===== src/logic_eq_regs.vh =====
// Purpose: Constants for the programmable logic equation bank
// Assumes: One evaluation pass per device cycle tick
// Notes:   Gate operator encodings and parameter defaults
`ifndef LOGIC_EQ_REGS_VH
`define LOGIC_EQ_REGS_VH

// =====================================================================
// Gate operators
`define GATE_W        2
`define GATE_AND      2'h0
`define GATE_OR       2'h1
`define GATE_NAND     2'h2
`define GATE_NOR      2'h3

// =====================================================================
// Defaults
`define NUM_EQ_DEF    8
`define NUM_EXT_DEF   16
`define DLY_W_DEF     16
`define INPUTS_PER_EQ 4

`endif


===== src/logic_equation_bank.v =====
// Purpose: Bank of cascadable logic equations with delays and latches
// Assumes: cycle_tick_i pulses once per device cycle; inputs synchronous
// Notes:   Select index < NUM_EXT picks an external signal, else an equation
//          output (index - NUM_EXT). Flat config buses, equation e at slice e.
//          Delay counts are in ticks; a zero delay acts as one tick.
`timescale 1ns/1ps
`include "logic_eq_regs.vh"

module logic_equation_bank #(
	parameter NUM_EQ  = `NUM_EQ_DEF,
	parameter NUM_EXT = `NUM_EXT_DEF,
	parameter SEL_W   = 5,
	parameter DLY_W   = `DLY_W_DEF
) (
	input  wire                                 mclk_i,
	input  wire                                 rst_n_i,
	input  wire                                 cycle_tick_i,
	input  wire [NUM_EXT-1:0]                   ext_sig_i,
	input  wire [NUM_EQ*`INPUTS_PER_EQ*SEL_W-1:0] in_sel_i,
	input  wire [NUM_EQ*`INPUTS_PER_EQ-1:0]       in_inv_i,
	input  wire [NUM_EQ*`GATE_W-1:0]              gate_op_i,
	input  wire [NUM_EQ*DLY_W-1:0]                rise_delay_time_i,
	input  wire [NUM_EQ*DLY_W-1:0]                fall_delay_time_i,
	input  wire [NUM_EQ*SEL_W-1:0]                rst_sel_i,
	input  wire [NUM_EQ-1:0]                      rst_inv_i,
	output reg  [NUM_EQ-1:0]                      eq_out_o,
	output reg  [NUM_EQ-1:0]                      eq_latch_o,
	output reg  [NUM_EQ-1:0]                      eq_latch_n_o,
	output reg  [NUM_EQ*`INPUTS_PER_EQ-1:0]       eq_in_state_o
);

	// =================================================================
	// Signal selection
	// Index past the last equation reads as zero
	function sel_sig;
		input [SEL_W-1:0]   sel;
		input [NUM_EXT-1:0] ext;
		input [NUM_EQ-1:0]  eqv;
		integer             k;
		begin
			sel_sig = 1'b0;
			if (sel < NUM_EXT) begin
				for (k = 0; k < NUM_EXT; k = k + 1) begin
					if (sel == k[SEL_W-1:0]) begin
						sel_sig = ext[k];
					end
				end
			end else begin
				for (k = 0; k < NUM_EQ; k = k + 1) begin
					if (sel == k[SEL_W-1:0] + NUM_EXT[SEL_W-1:0]) begin
						sel_sig = eqv[k];
					end
				end
			end
		end
	endfunction

	function gate_eval;
		input [`GATE_W-1:0]        op;
		input [`INPUTS_PER_EQ-1:0] v;
		begin
			case (op)
				`GATE_AND: begin
					gate_eval = &v;
				end
				`GATE_OR: begin
					gate_eval = |v;
				end
				`GATE_NAND: begin
					gate_eval = ~&v;
				end
				`GATE_NOR: begin
					gate_eval = ~|v;
				end
				default: begin
					gate_eval = 1'b0;
				end
			endcase
		end
	endfunction

	// =================================================================
	// Input conditioning: select, then optional inversion per input
	function [`INPUTS_PER_EQ-1:0] cond_vec;
		input [`INPUTS_PER_EQ*SEL_W-1:0] sels;
		input [`INPUTS_PER_EQ-1:0]       inv;
		input [NUM_EXT-1:0]              ext;
		input [NUM_EQ-1:0]               eqv;
		integer                          m;
		begin
			cond_vec = {`INPUTS_PER_EQ{1'b0}};
			for (m = 0; m < `INPUTS_PER_EQ; m = m + 1) begin
				cond_vec[m] = inv[m] ^ sel_sig(sels[m*SEL_W +: SEL_W], ext, eqv);
			end
		end
	endfunction

	// =================================================================
	// Delay timers
	// A high output waits for a fall, a low one for a rise.
	function [DLY_W-1:0] delay_lim;
		input             cur;
		input [DLY_W-1:0] rise;
		input [DLY_W-1:0] fall;
		begin
			if (cur) begin
				delay_lim = fall;
			end else begin
				delay_lim = rise;
			end
		end
	endfunction

	// Zero behaves as one: the change still waits for its tick,
	// so no equation ever switches between ticks.
	function delay_hit;
		input [DLY_W-1:0] cnt;
		input [DLY_W-1:0] lim;
		begin
			delay_hit = (cnt + 1'b1 >= lim) || (lim == {DLY_W{1'b0}});
		end
	endfunction

	// A gate that falls back before the end restarts the count, so short
	// glitches never reach the output.
	function [DLY_W-1:0] dly_cnt_next;
		input             gv;
		input             cur;
		input [DLY_W-1:0] cnt;
		input [DLY_W-1:0] lim;
		begin
			if (gv == cur) begin
				dly_cnt_next = {DLY_W{1'b0}};
			end else if (delay_hit(cnt, lim)) begin
				dly_cnt_next = {DLY_W{1'b0}};
			end else begin
				dly_cnt_next = cnt + 1'b1;
			end
		end
	endfunction

	function dly_out_next;
		input             gv;
		input             cur;
		input [DLY_W-1:0] cnt;
		input [DLY_W-1:0] lim;
		begin
			if (gv != cur && delay_hit(cnt, lim)) begin
				dly_out_next = gv;
			end else begin
				dly_out_next = cur;
			end
		end
	endfunction

	// =================================================================
	// Latch
	// Reset is checked first so a standing reset always wins.
	function latch_next;
		input rst;
		input set;
		input cur;
		begin
			if (rst) begin
				latch_next = 1'b0;
			end else if (set) begin
				latch_next = 1'b1;
			end else begin
				latch_next = cur;
			end
		end
	endfunction

	// =================================================================
	// State
	reg [NUM_EQ*DLY_W-1:0]          cnt_q;
	reg [NUM_EQ*DLY_W-1:0]          cnt_d;
	reg [NUM_EQ-1:0]                out_d;
	reg [NUM_EQ-1:0]                lat_d;
	reg [NUM_EQ*`INPUTS_PER_EQ-1:0] ins_d;
	reg [NUM_EQ-1:0]                view;
	reg [`INPUTS_PER_EQ-1:0]        cond;
	reg                             g;
	reg                             rstv;
	reg [DLY_W-1:0]                 c;
	reg [DLY_W-1:0]                 lim;
	integer                         e;

	// Per-equation slices of the flat configuration buses
	reg [`INPUTS_PER_EQ*SEL_W-1:0]  sel_e;
	reg [`INPUTS_PER_EQ-1:0]        inv_e;
	reg [`GATE_W-1:0]               op_e;
	reg [DLY_W-1:0]                 rise_e;
	reg [DLY_W-1:0]                 fall_e;
	reg [SEL_W-1:0]                 rsel_e;
	reg                             rinv_e;

	// =================================================================
	// One evaluation pass, ascending index. view starts as last pass's
	// outputs and each result is written back before the next equation,
	// so forward cascades settle in one pass and backward ones lag by one.
	always @* begin
		view   = eq_out_o;
		cnt_d  = cnt_q;
		lat_d  = eq_latch_o;
		ins_d  = eq_in_state_o;
		out_d  = eq_out_o;
		cond   = {`INPUTS_PER_EQ{1'b0}};
		g      = 1'b0;
		rstv   = 1'b0;
		c      = {DLY_W{1'b0}};
		lim    = {DLY_W{1'b0}};
		sel_e  = {`INPUTS_PER_EQ*SEL_W{1'b0}};
		inv_e  = {`INPUTS_PER_EQ{1'b0}};
		op_e   = `GATE_AND;
		rise_e = {DLY_W{1'b0}};
		fall_e = {DLY_W{1'b0}};
		rsel_e = {SEL_W{1'b0}};
		rinv_e = 1'b0;
		for (e = 0; e < NUM_EQ; e = e + 1) begin
			sel_e  = in_sel_i[e*`INPUTS_PER_EQ*SEL_W +: `INPUTS_PER_EQ*SEL_W];
			inv_e  = in_inv_i[e*`INPUTS_PER_EQ +: `INPUTS_PER_EQ];
			op_e   = gate_op_i[e*`GATE_W +: `GATE_W];
			rise_e = rise_delay_time_i[e*DLY_W +: DLY_W];
			fall_e = fall_delay_time_i[e*DLY_W +: DLY_W];
			rsel_e = rst_sel_i[e*SEL_W +: SEL_W];
			rinv_e = rst_inv_i[e];

			cond = cond_vec(sel_e, inv_e, ext_sig_i, view);
			g    = gate_eval(op_e, cond);
			c    = cnt_q[e*DLY_W +: DLY_W];
			lim  = delay_lim(eq_out_o[e], rise_e, fall_e);

			// Timer
			out_d[e]                = dly_out_next(g, eq_out_o[e], c, lim);
			cnt_d[e*DLY_W +: DLY_W] = dly_cnt_next(g, eq_out_o[e], c, lim);
			// Later equations must see this result within the same pass
			view[e] = out_d[e];

			// Latch, seeing this pass's outputs up to and including this one
			rstv     = rinv_e ^ sel_sig(rsel_e, ext_sig_i, view);
			lat_d[e] = latch_next(rstv, out_d[e], eq_latch_o[e]);
			ins_d[e*`INPUTS_PER_EQ +: `INPUTS_PER_EQ] = cond;
		end
	end

	// =================================================================
	// Commit once per device cycle
	// Every register below moves only on a tick; between ticks the
	// bank is frozen so outputs stand for a whole pass.
	always @(posedge mclk_i or negedge rst_n_i) begin
		if (!rst_n_i) begin
			cnt_q <= {NUM_EQ*DLY_W{1'b0}};
		end else if (cycle_tick_i) begin
			cnt_q <= cnt_d;
		end
	end

	always @(posedge mclk_i or negedge rst_n_i) begin
		if (!rst_n_i) begin
			eq_out_o <= {NUM_EQ{1'b0}};
		end else if (cycle_tick_i) begin
			eq_out_o <= out_d;
		end
	end

	// Complement is its own flop so it never glitches against the latch
	always @(posedge mclk_i or negedge rst_n_i) begin
		if (!rst_n_i) begin
			eq_latch_o   <= {NUM_EQ{1'b0}};
			eq_latch_n_o <= {NUM_EQ{1'b1}};
		end else if (cycle_tick_i) begin
			eq_latch_o   <= lat_d;
			eq_latch_n_o <= ~lat_d;
		end
	end

	always @(posedge mclk_i or negedge rst_n_i) begin
		if (!rst_n_i) begin
			eq_in_state_o <= {NUM_EQ*`INPUTS_PER_EQ{1'b0}};
		end else if (cycle_tick_i) begin
			eq_in_state_o <= ins_d;
		end
	end

endmodule


===== config.mk =====
export PLATFORM = sky130hd
export DESIGN_NAME = logic_equation_bank
export DESIGN_NICKNAME = d
export VERILOG_FILES = /design/src/logic_equation_bank.v
export VERILOG_INCLUDE_DIRS = /design/src
export SDC_FILE = /design/constraint.sdc
export NUM_CORES = 2
export LEC_CHECK = 0
export ABC_AREA = 1
export ABC_CLOCK_PERIOD_IN_PS = 11100
export BUFFER_PORTS_ARGS = -buffer_cell sky130_fd_sc_hd__buf_2
export CAP_MARGIN = 20
export CELL_PAD_IN_SITES_DETAIL_PLACEMENT = 1
export CELL_PAD_IN_SITES_GLOBAL_PLACEMENT = 1
export CORE_ASPECT_RATIO = 0.7
export CORE_MARGIN = 5
export CORE_UTILIZATION = 28
export CTS_CLUSTER_DIAMETER = 150
export DETAILED_ROUTE_END_ITERATION = 6
export PLACE_DENSITY_LB_ADDON = 0.1
export REMOVE_ABC_BUFFERS = 1
export SYNTH_ARGS = -nofsm -noshare
export SYNTH_HDL_FRONTEND = slang
export SYNTH_SLANG_ARGS = --single-unit

===== constraint.sdc =====
create_clock -name mclk_i -period 11.1 [get_ports mclk_i]
set_input_delay 1.11 -clock mclk_i [delete_from_list [all_inputs] [get_ports mclk_i]]
set_output_delay 1.11 -clock mclk_i [all_outputs]
set_load 0.01 [all_outputs]

* Word level (Yosys, flattened, before mapping) *
Cells that the tools add are included.

operators by class
  bitwise logic cells = 41
  equal/unequal tests = 960
  multiplexer cells = 1,056
  order comparisons = 48
  reduce and logical (&&, ||, !) cells = 104
  add/subtract/negate cells = 8

operators with widths
  operator               count
  $eq 5x4->1 const B     320
  $eq 5x5->1 const B     320
  $mux 1                 1,024
  $eq 5x3->1 const B     160
  $eq 5x2->1 const B     80
  $mux 16                24
  $eq 5x1->1 const B     40
  $logic_not 5->1        40
  $lt 5x5->1 const B     40
  $add 16x1->16 const B  8
  $ge 16x16->1           8
  $logic_not 16->1       8
  $xor 1x1->1            40
  $eq 2x2->1 const B     16
  $pmux 1 s4             8
  $reduce_and 4->1       8
  $reduce_or 4->1        8
  $eq 2x1->1 const B     8
  $logic_not 1->1        16
  $logic_not 2->1        8
  $eq 1x1->1             8
  $logic_and 1x1->1      8
  $logic_or 1x1->1       8
  $ne 1x1->1             8
  $not 8->8              1

word-level totals
  input bits = 531
  register bits = 184
  logic and storage cells = 2,222

* Logic depth before layout (Yosys ltp) *
  depth in word-level cells = 121
  gate-level depth with buffers = 141

* Worst setup path before layout *
OpenSTA, ideal clock, no wires.

  path type = flip-flop to flip-flop
  from = register cnt_q[0]
  to = register cnt_q[117]
  stages on the path, launching flop included = 124
  data required time = 10,962 ps
  slack = 1,333 ps
  path buffers = 1
  data arrival time = 9,628 ps
  cell sequence = dfrtp_1 -> nand2_1 -> nor2_1 -> nand3_1 -> nor2_1 -> inv_1 -> nor2_1 -> nand3_1 -> nor3_1 -> nand3_1 -> nor3_1 -> xor2_1 -> inv_1 -> ha_1 -> nand2_1 -> inv_1 -> nand3_1 -> nor3_1 -> (+88 left out) -> inv_2 -> nand3_2 -> nand2_4 -> nand2_1 -> nand2_1 -> nand2_1 -> nand2_1 -> nand2_1 -> nand2_1 -> nor2_1 -> nand2_1 -> nand2_1 -> nand2_1 -> nand2_1 -> nand3_1 -> nand4_4 -> buf_6 -> o22ai_2

on the way
  cells in the longest elaborated chain, start to end = 95

RTL lines
  item                                                        RTL line                                            RTL
  from (decl)                                                 logic_equation_bank.v:176                           reg [NUM_EQ*DLY_W-1:0] cnt_q;
  from (signal assigned)                                      logic_equation_bank.v:253                           cnt_q <= {NUM_EQ*DLY_W{1'b0}};
  from (signal assigned)                                      logic_equation_bank.v:255                           cnt_q <= cnt_d;
  $add 16x1->16 *                                             logic_equation_bank.v:120                           delay_hit = (cnt + 1'b1 >= lim) || (lim == {DLY_W{1'b0}});
  $ge 16x16->1 *                                              logic_equation_bank.v:120
  $logic_or 1x1->1 *                                          logic_equation_bank.v:120
  $logic_and 1x1->1 *                                         logic_equation_bank.v:148                           if (gv != cur && delay_hit(cnt, lim)) begin
  $mux 1 *                                                    logic_equation_bank.v:148
  $mux 1 (8 in a row)                                         logic_equation_bank.v:50                            if (sel == k[SEL_W-1:0] + NUM_EXT[SEL_W-1:0]) begin
  $mux 1                                                      logic_equation_bank.v:42                            if (sel < NUM_EXT) begin
  $xor 1x1->1                                                 logic_equation_bank.v:93                            cond_vec[m] = inv[m] ^ sel_sig(sels[m*SEL_W +: SEL_W], ext, eqv);
  (+71 left out)                                              n/a
  $mux 1 (2 in a row)                                         logic_equation_bank.v:50
  $mux 1                                                      logic_equation_bank.v:42
  $xor 1x1->1                                                 logic_equation_bank.v:93
  $reduce_or 4->1 / $reduce_and 4->1 (equally long branches)  n/a
  $logic_not 1->1, on equally long branches                   logic_equation_bank.v:73, logic_equation_bank.v:70
  $pmux 1 s4 *                                                logic_equation_bank.v:62                            case (op)
  $eq 1x1->1 *                                                logic_equation_bank.v:132                           if (gv == cur) begin
  $mux 16 *                                                   logic_equation_bank.v:132

Every way passes the cells marked *; elsewhere a longest branch is shown, timed or not.
A chain may end at the register's enable or synchronous reset.

* Worst setup path in the final report *
  from = register cnt_q[0]
  to = register eq_in_state_o[23]

on the way
  cells in the longest elaborated chain, start to end = 69

RTL lines
  item                                       RTL line                                            RTL
  $add 16x1->16 *                            logic_equation_bank.v:120
  $ge 16x16->1 *                             logic_equation_bank.v:120
  $logic_or 1x1->1 *                         logic_equation_bank.v:120
  $logic_and 1x1->1 *                        logic_equation_bank.v:148
  $mux 1 *                                   logic_equation_bank.v:148
  $mux 1 (8 in a row)                        logic_equation_bank.v:50
  $mux 1                                     logic_equation_bank.v:42
  $xor 1x1->1                                logic_equation_bank.v:93
  (+43 left out)                             n/a
  $logic_not 1->1, on equally long branches  logic_equation_bank.v:73, logic_equation_bank.v:70
  $pmux 1 s4                                 logic_equation_bank.v:62
  $ne 1x1->1                                 logic_equation_bank.v:148
  $logic_and 1x1->1                          logic_equation_bank.v:148
  $mux 1                                     logic_equation_bank.v:148
  $mux 1 * (4 in a row)                      logic_equation_bank.v:50
  $mux 1 *                                   logic_equation_bank.v:42
  $xor 1x1->1 *                              logic_equation_bank.v:93
  to (signal assigned)                       logic_equation_bank.v:280                           eq_in_state_o <= {NUM_EQ*`INPUTS_PER_EQ{1'b0}};
  to (signal assigned)                       logic_equation_bank.v:282                           eq_in_state_o <= ins_d;
  to (decl)                                  logic_equation_bank.v:29                            output reg [NUM_EQ*`INPUTS_PER_EQ-1:0] eq_in_state_o

Marked as above.

==> results.py <==
metrics = {
    "timing": {
        "finalMaxSlewViolations": 0,
        "max_clock_freq_mhz": 85.7,
        "setup_viol": 22,
        "whs_ps": 475,
        "slew_headroom_pct": 27.2,
        "worstMarginPinSlew_ps": 1080,
        "finalCritPeriodShare_pct": 105,
        "finalHoldViolCount": 0,
        "rsz0062_at_grt": "true",
        "layout_setup_ws_ps": -573,
        "min_period_ps": 11670,
        "skew_ps": 29.5,
    },
    "yosys": {
        "yosysTopAreaCell": "dfrtp_1",
        "synthArstFlopShare_pct": 100,
        "synth_area_mm2": 0.0287,
        "synth.avg_cell_area_um2": 5.89,
        "synth_seq_cells": 184,
        "synthCells": 4863,
        "synth.yosys.seq_area_share_pct": 16.1,
        "synth_area_leaders": "dfrtp_1 15%, nand2_1 14%, inv_1 10%",
        "synth-edff-count": 0,
        "yosysWarningCount": 0,
        "synth_cell_type_count": 67,
        "ys.flop_type": "dfrtp_1",
        "synth.top_cell.area_share_pct": 15.4,
    },
    "clocking": {
        "cts_buffer_depth": 2,
        "htree_num_levels": 4,
        "insertion_delay_ps": 540,
        "cts_made_buffers": 17,
        "path_clk_slew_ps": 90,
        "cts_tree": "done",
        "clock-sinks": 184,
        "ctsRootBufferMaster": "clkbuf_16",
        "holdBufCountCts": 0,
    },
    "global_route": {
        "grt_pass1_vias": 37000,
        "antenna_found_initial": 84,
        "grt_use_total_pct": 27.7,
        "grt_pass1_wl_mm": 231,
        "grt_max_degree": 101,
        "grt-ovfl-total": 0,
    },
    "critical_path": {
        "path_buf_inv": 33,
        "crit_top_cell": "buf_4",
        "cp_top_family": "simple AND/OR/NAND/NOR gates",
        "end_kind": "register",
        "slowest_stage": "dfrtp_1",
        "cp.required_ps": 11560,
        "cp-start-kind": "register",
        "worst-setup-path-type": "register to register",
        "path_max_fanout": 7,
        "critPathMaxStageDelay_ps": 380,
        "crit_arrival_ps": 12140,
    },
    "detailed_routing": {
        "drtAntennaViolNets": 0,
        "dr.pass1.iters": 5,
        "wl_per_cell_um": 22.2,
        "drt-total-wl_mm": 157,
        "drt_iter0_markers": 2852,
        "drc": 0,
        "viasPerCell": 5.28,
        "vias": 37300,
    },
    "placed_design": {
        "dpl.hpwl_mm": 120,
        "place.gp.congestion": 0.906,
        "postPlaceCellArea_mm2": 0.0345,
        "pre_cts_ws_ps": -1090,
        "portBuffers": 586,
        "dp.cells": 6897,
    },
    "power_and_ir_drop": {
        "finalPower_mw": 3.47,
        "leakage_nw": 18.0,
        "power_density_mw_per_mm2": 94.5,
        "ir_drop_uv": 143,
    },
    "layout": {
        "fin_nets": 6314,
        "fin_cells": 7062,
        "area_growth_syn_to_layout_pct": 28.2,
        "num-fill-cells": 13600,
        "drive_gt1_share_pct": 22.4,
        "final_area_mm2": 0.0367,
    },
    "floorplan": {
        "ios": 587,
        "initial_utilization_pct": 28.1,
        "placeableCoreArea_mm2": 0.102,
        "die_w_um": 392,
        "dieHeight_um": 278,
        "rows": 98,
        "dieArea_mm2": 0.109,
    },
    "status": {
        "violations": "setup timing",
        "status": "complete, but fails checks",
    },
    "min_path": {
        "hold_path_class": "register to register",
    },
    "job": {
        "maxCapViolCount": 0,
    },
}
[per-stage QoR]
step	utilization [%]	TNS, ps
global route	36.0	-43450
finish	36.0	-7340
floorplan	-	0
global placement	33.9	-10270
detailed placement	33.9	-24470
CTS	35.3	-8800
[power by group]
part | internal, mW | switching [mW]
registers | 0.748 | 0.0859
clock network | 0.351 | 0.387
logic | 0.680 | 1.22
[cells in the mapped netlist, drive strengths merged (10+ instances only)]
| master | number |
|---|---|
| o211ai | 52 |
| dfrtp | 176 |
| buf | 71 |
| mux2i | 128 |
| nand3 | 539 |
| ha | 136 |
| a21oi | 94 |
| o311ai | 68 |
| nor3 | 194 |
| nor2 | 540 |
| nand4 | 126 |
| a31oi | 50 |
| o221ai | 16 |
| clkinv | 10 |
| nor4 | 23 |
| a31o | 19 |
| o22ai | 107 |
| o21a | 17 |
| nand2 | 1062 |
| o2111ai | 10 |
| a311oi | 12 |
| o21ai | 277 |
| inv | 835 |
| xor2 | 99 |
| clkbuf | 95 |
[per-layer routing]
layer  part of all wire, %  track usage [%]
met1                    46             38.2
met2                    44             43.9
met5                  0.14                0
met4                   2.6             8.24
met3                   6.9             5.15
[flip-flops by register name, summed over array words and instances (netlist names)]
signal and cells:
eq_in_state_o 32, eq_out_o 8, eq_latch_o 8, eq_latch_n_o 8, cnt_q 128
[cell type report]
cell class / count / area [µm²] / share of cell area, %
Antenna cell: 52 / 130 / 0.354
Clock buffer: 17 / 425 / 1.16
Clock inverter: 15 / 221 / 0.603
Inverter: 845 / 3180 / 8.66
Multi-Input combinational cell: 3665 / 20800 / 56.5
Sequential cell: 184 / 4620 / 12.6
Tap cell: 1350 / 1690 / 4.60
Timing Repair Buffer: 934 / 5710 / 15.5
[cells in the final DEF (no fill, tap or decap), types with 9 or more instances in the layout]
cell	n
a21oi_1	91
a221oi_1	9
a311oi_1	12
a31o_2	17
a31oi_1	49
a41oi_1	9
buf_2	584
buf_4	331
clkbuf_16	19
clkinv_1	10
dfrtp_1	171
diode_2	52
ha_1	132
inv_1	792
inv_2	40
mux2i_1	128
nand2_1	960
nand2_2	90
nand2_4	11
nand3_1	497
nand3_2	33
nand3_4	9
nand4_1	125
nor2_1	505
nor2_2	22
nor2_4	13
nor3_1	185
nor4_1	23
o2111ai_1	10
o211ai_1	52
o21a_1	17
o21ai_0	258
o21ai_1	13
o221ai_1	16
o22ai_1	92
o22ai_2	15
o311ai_0	68
o31ai_1	9
o41ai_1	9
xor2_1	95
[timing repair]
action | 4_1_cts | 5_1_grt
gates resized for setup | 91 | 120
endpoints found under the setup margin | 43 | 47
pin swaps | 63 | 72
cloned | 1 | 1
buffers inserted | 65 | 13
[worst min-delay path: cells and delay by family (launching register included)]
family           cells  cell delay (ps)
flip-flops           1              370
AND/OR/NAND/NOR      2              100
[cells by family after synthesis]
family	synth area share (%)
buffers and inverters	14.2
xor gates and xnor gates	3.09
DFF	16.1
muxes	4.47
and+or+nand+nor	38.3
AOI/OAI and AO/OA	17.9
adders and majority gates	5.94
[worst paths after layout]
path	slack (ps)	from	cells past startpoint	endpoint
worst max-delay path	-570	cnt_q[0]$_DFFE_PN0P_	117	eq_in_state_o[23]$_DFFE_PN0P_
max in group asynchronous	8330	rst_n_i	3	eq_out_o[7]$_DFFE_PN0P_
min in group asynchronous	570	rst_n_i	1	cnt_q[9]$_DFFE_PN0P_
worst min register to register	470	eq_latch_n_o[0]$_DFFE_PN1P_	2	eq_latch_n_o[0]$_DFFE_PN1P_
worst max register to register	-570	cnt_q[0]$_DFFE_PN0P_	117	eq_in_state_o[23]$_DFFE_PN0P_
worst min-delay path	470	eq_latch_n_o[0]$_DFFE_PN1P_	2	eq_latch_n_o[0]$_DFFE_PN1P_
Note: power is estimated with default switching activity, not from simulation.
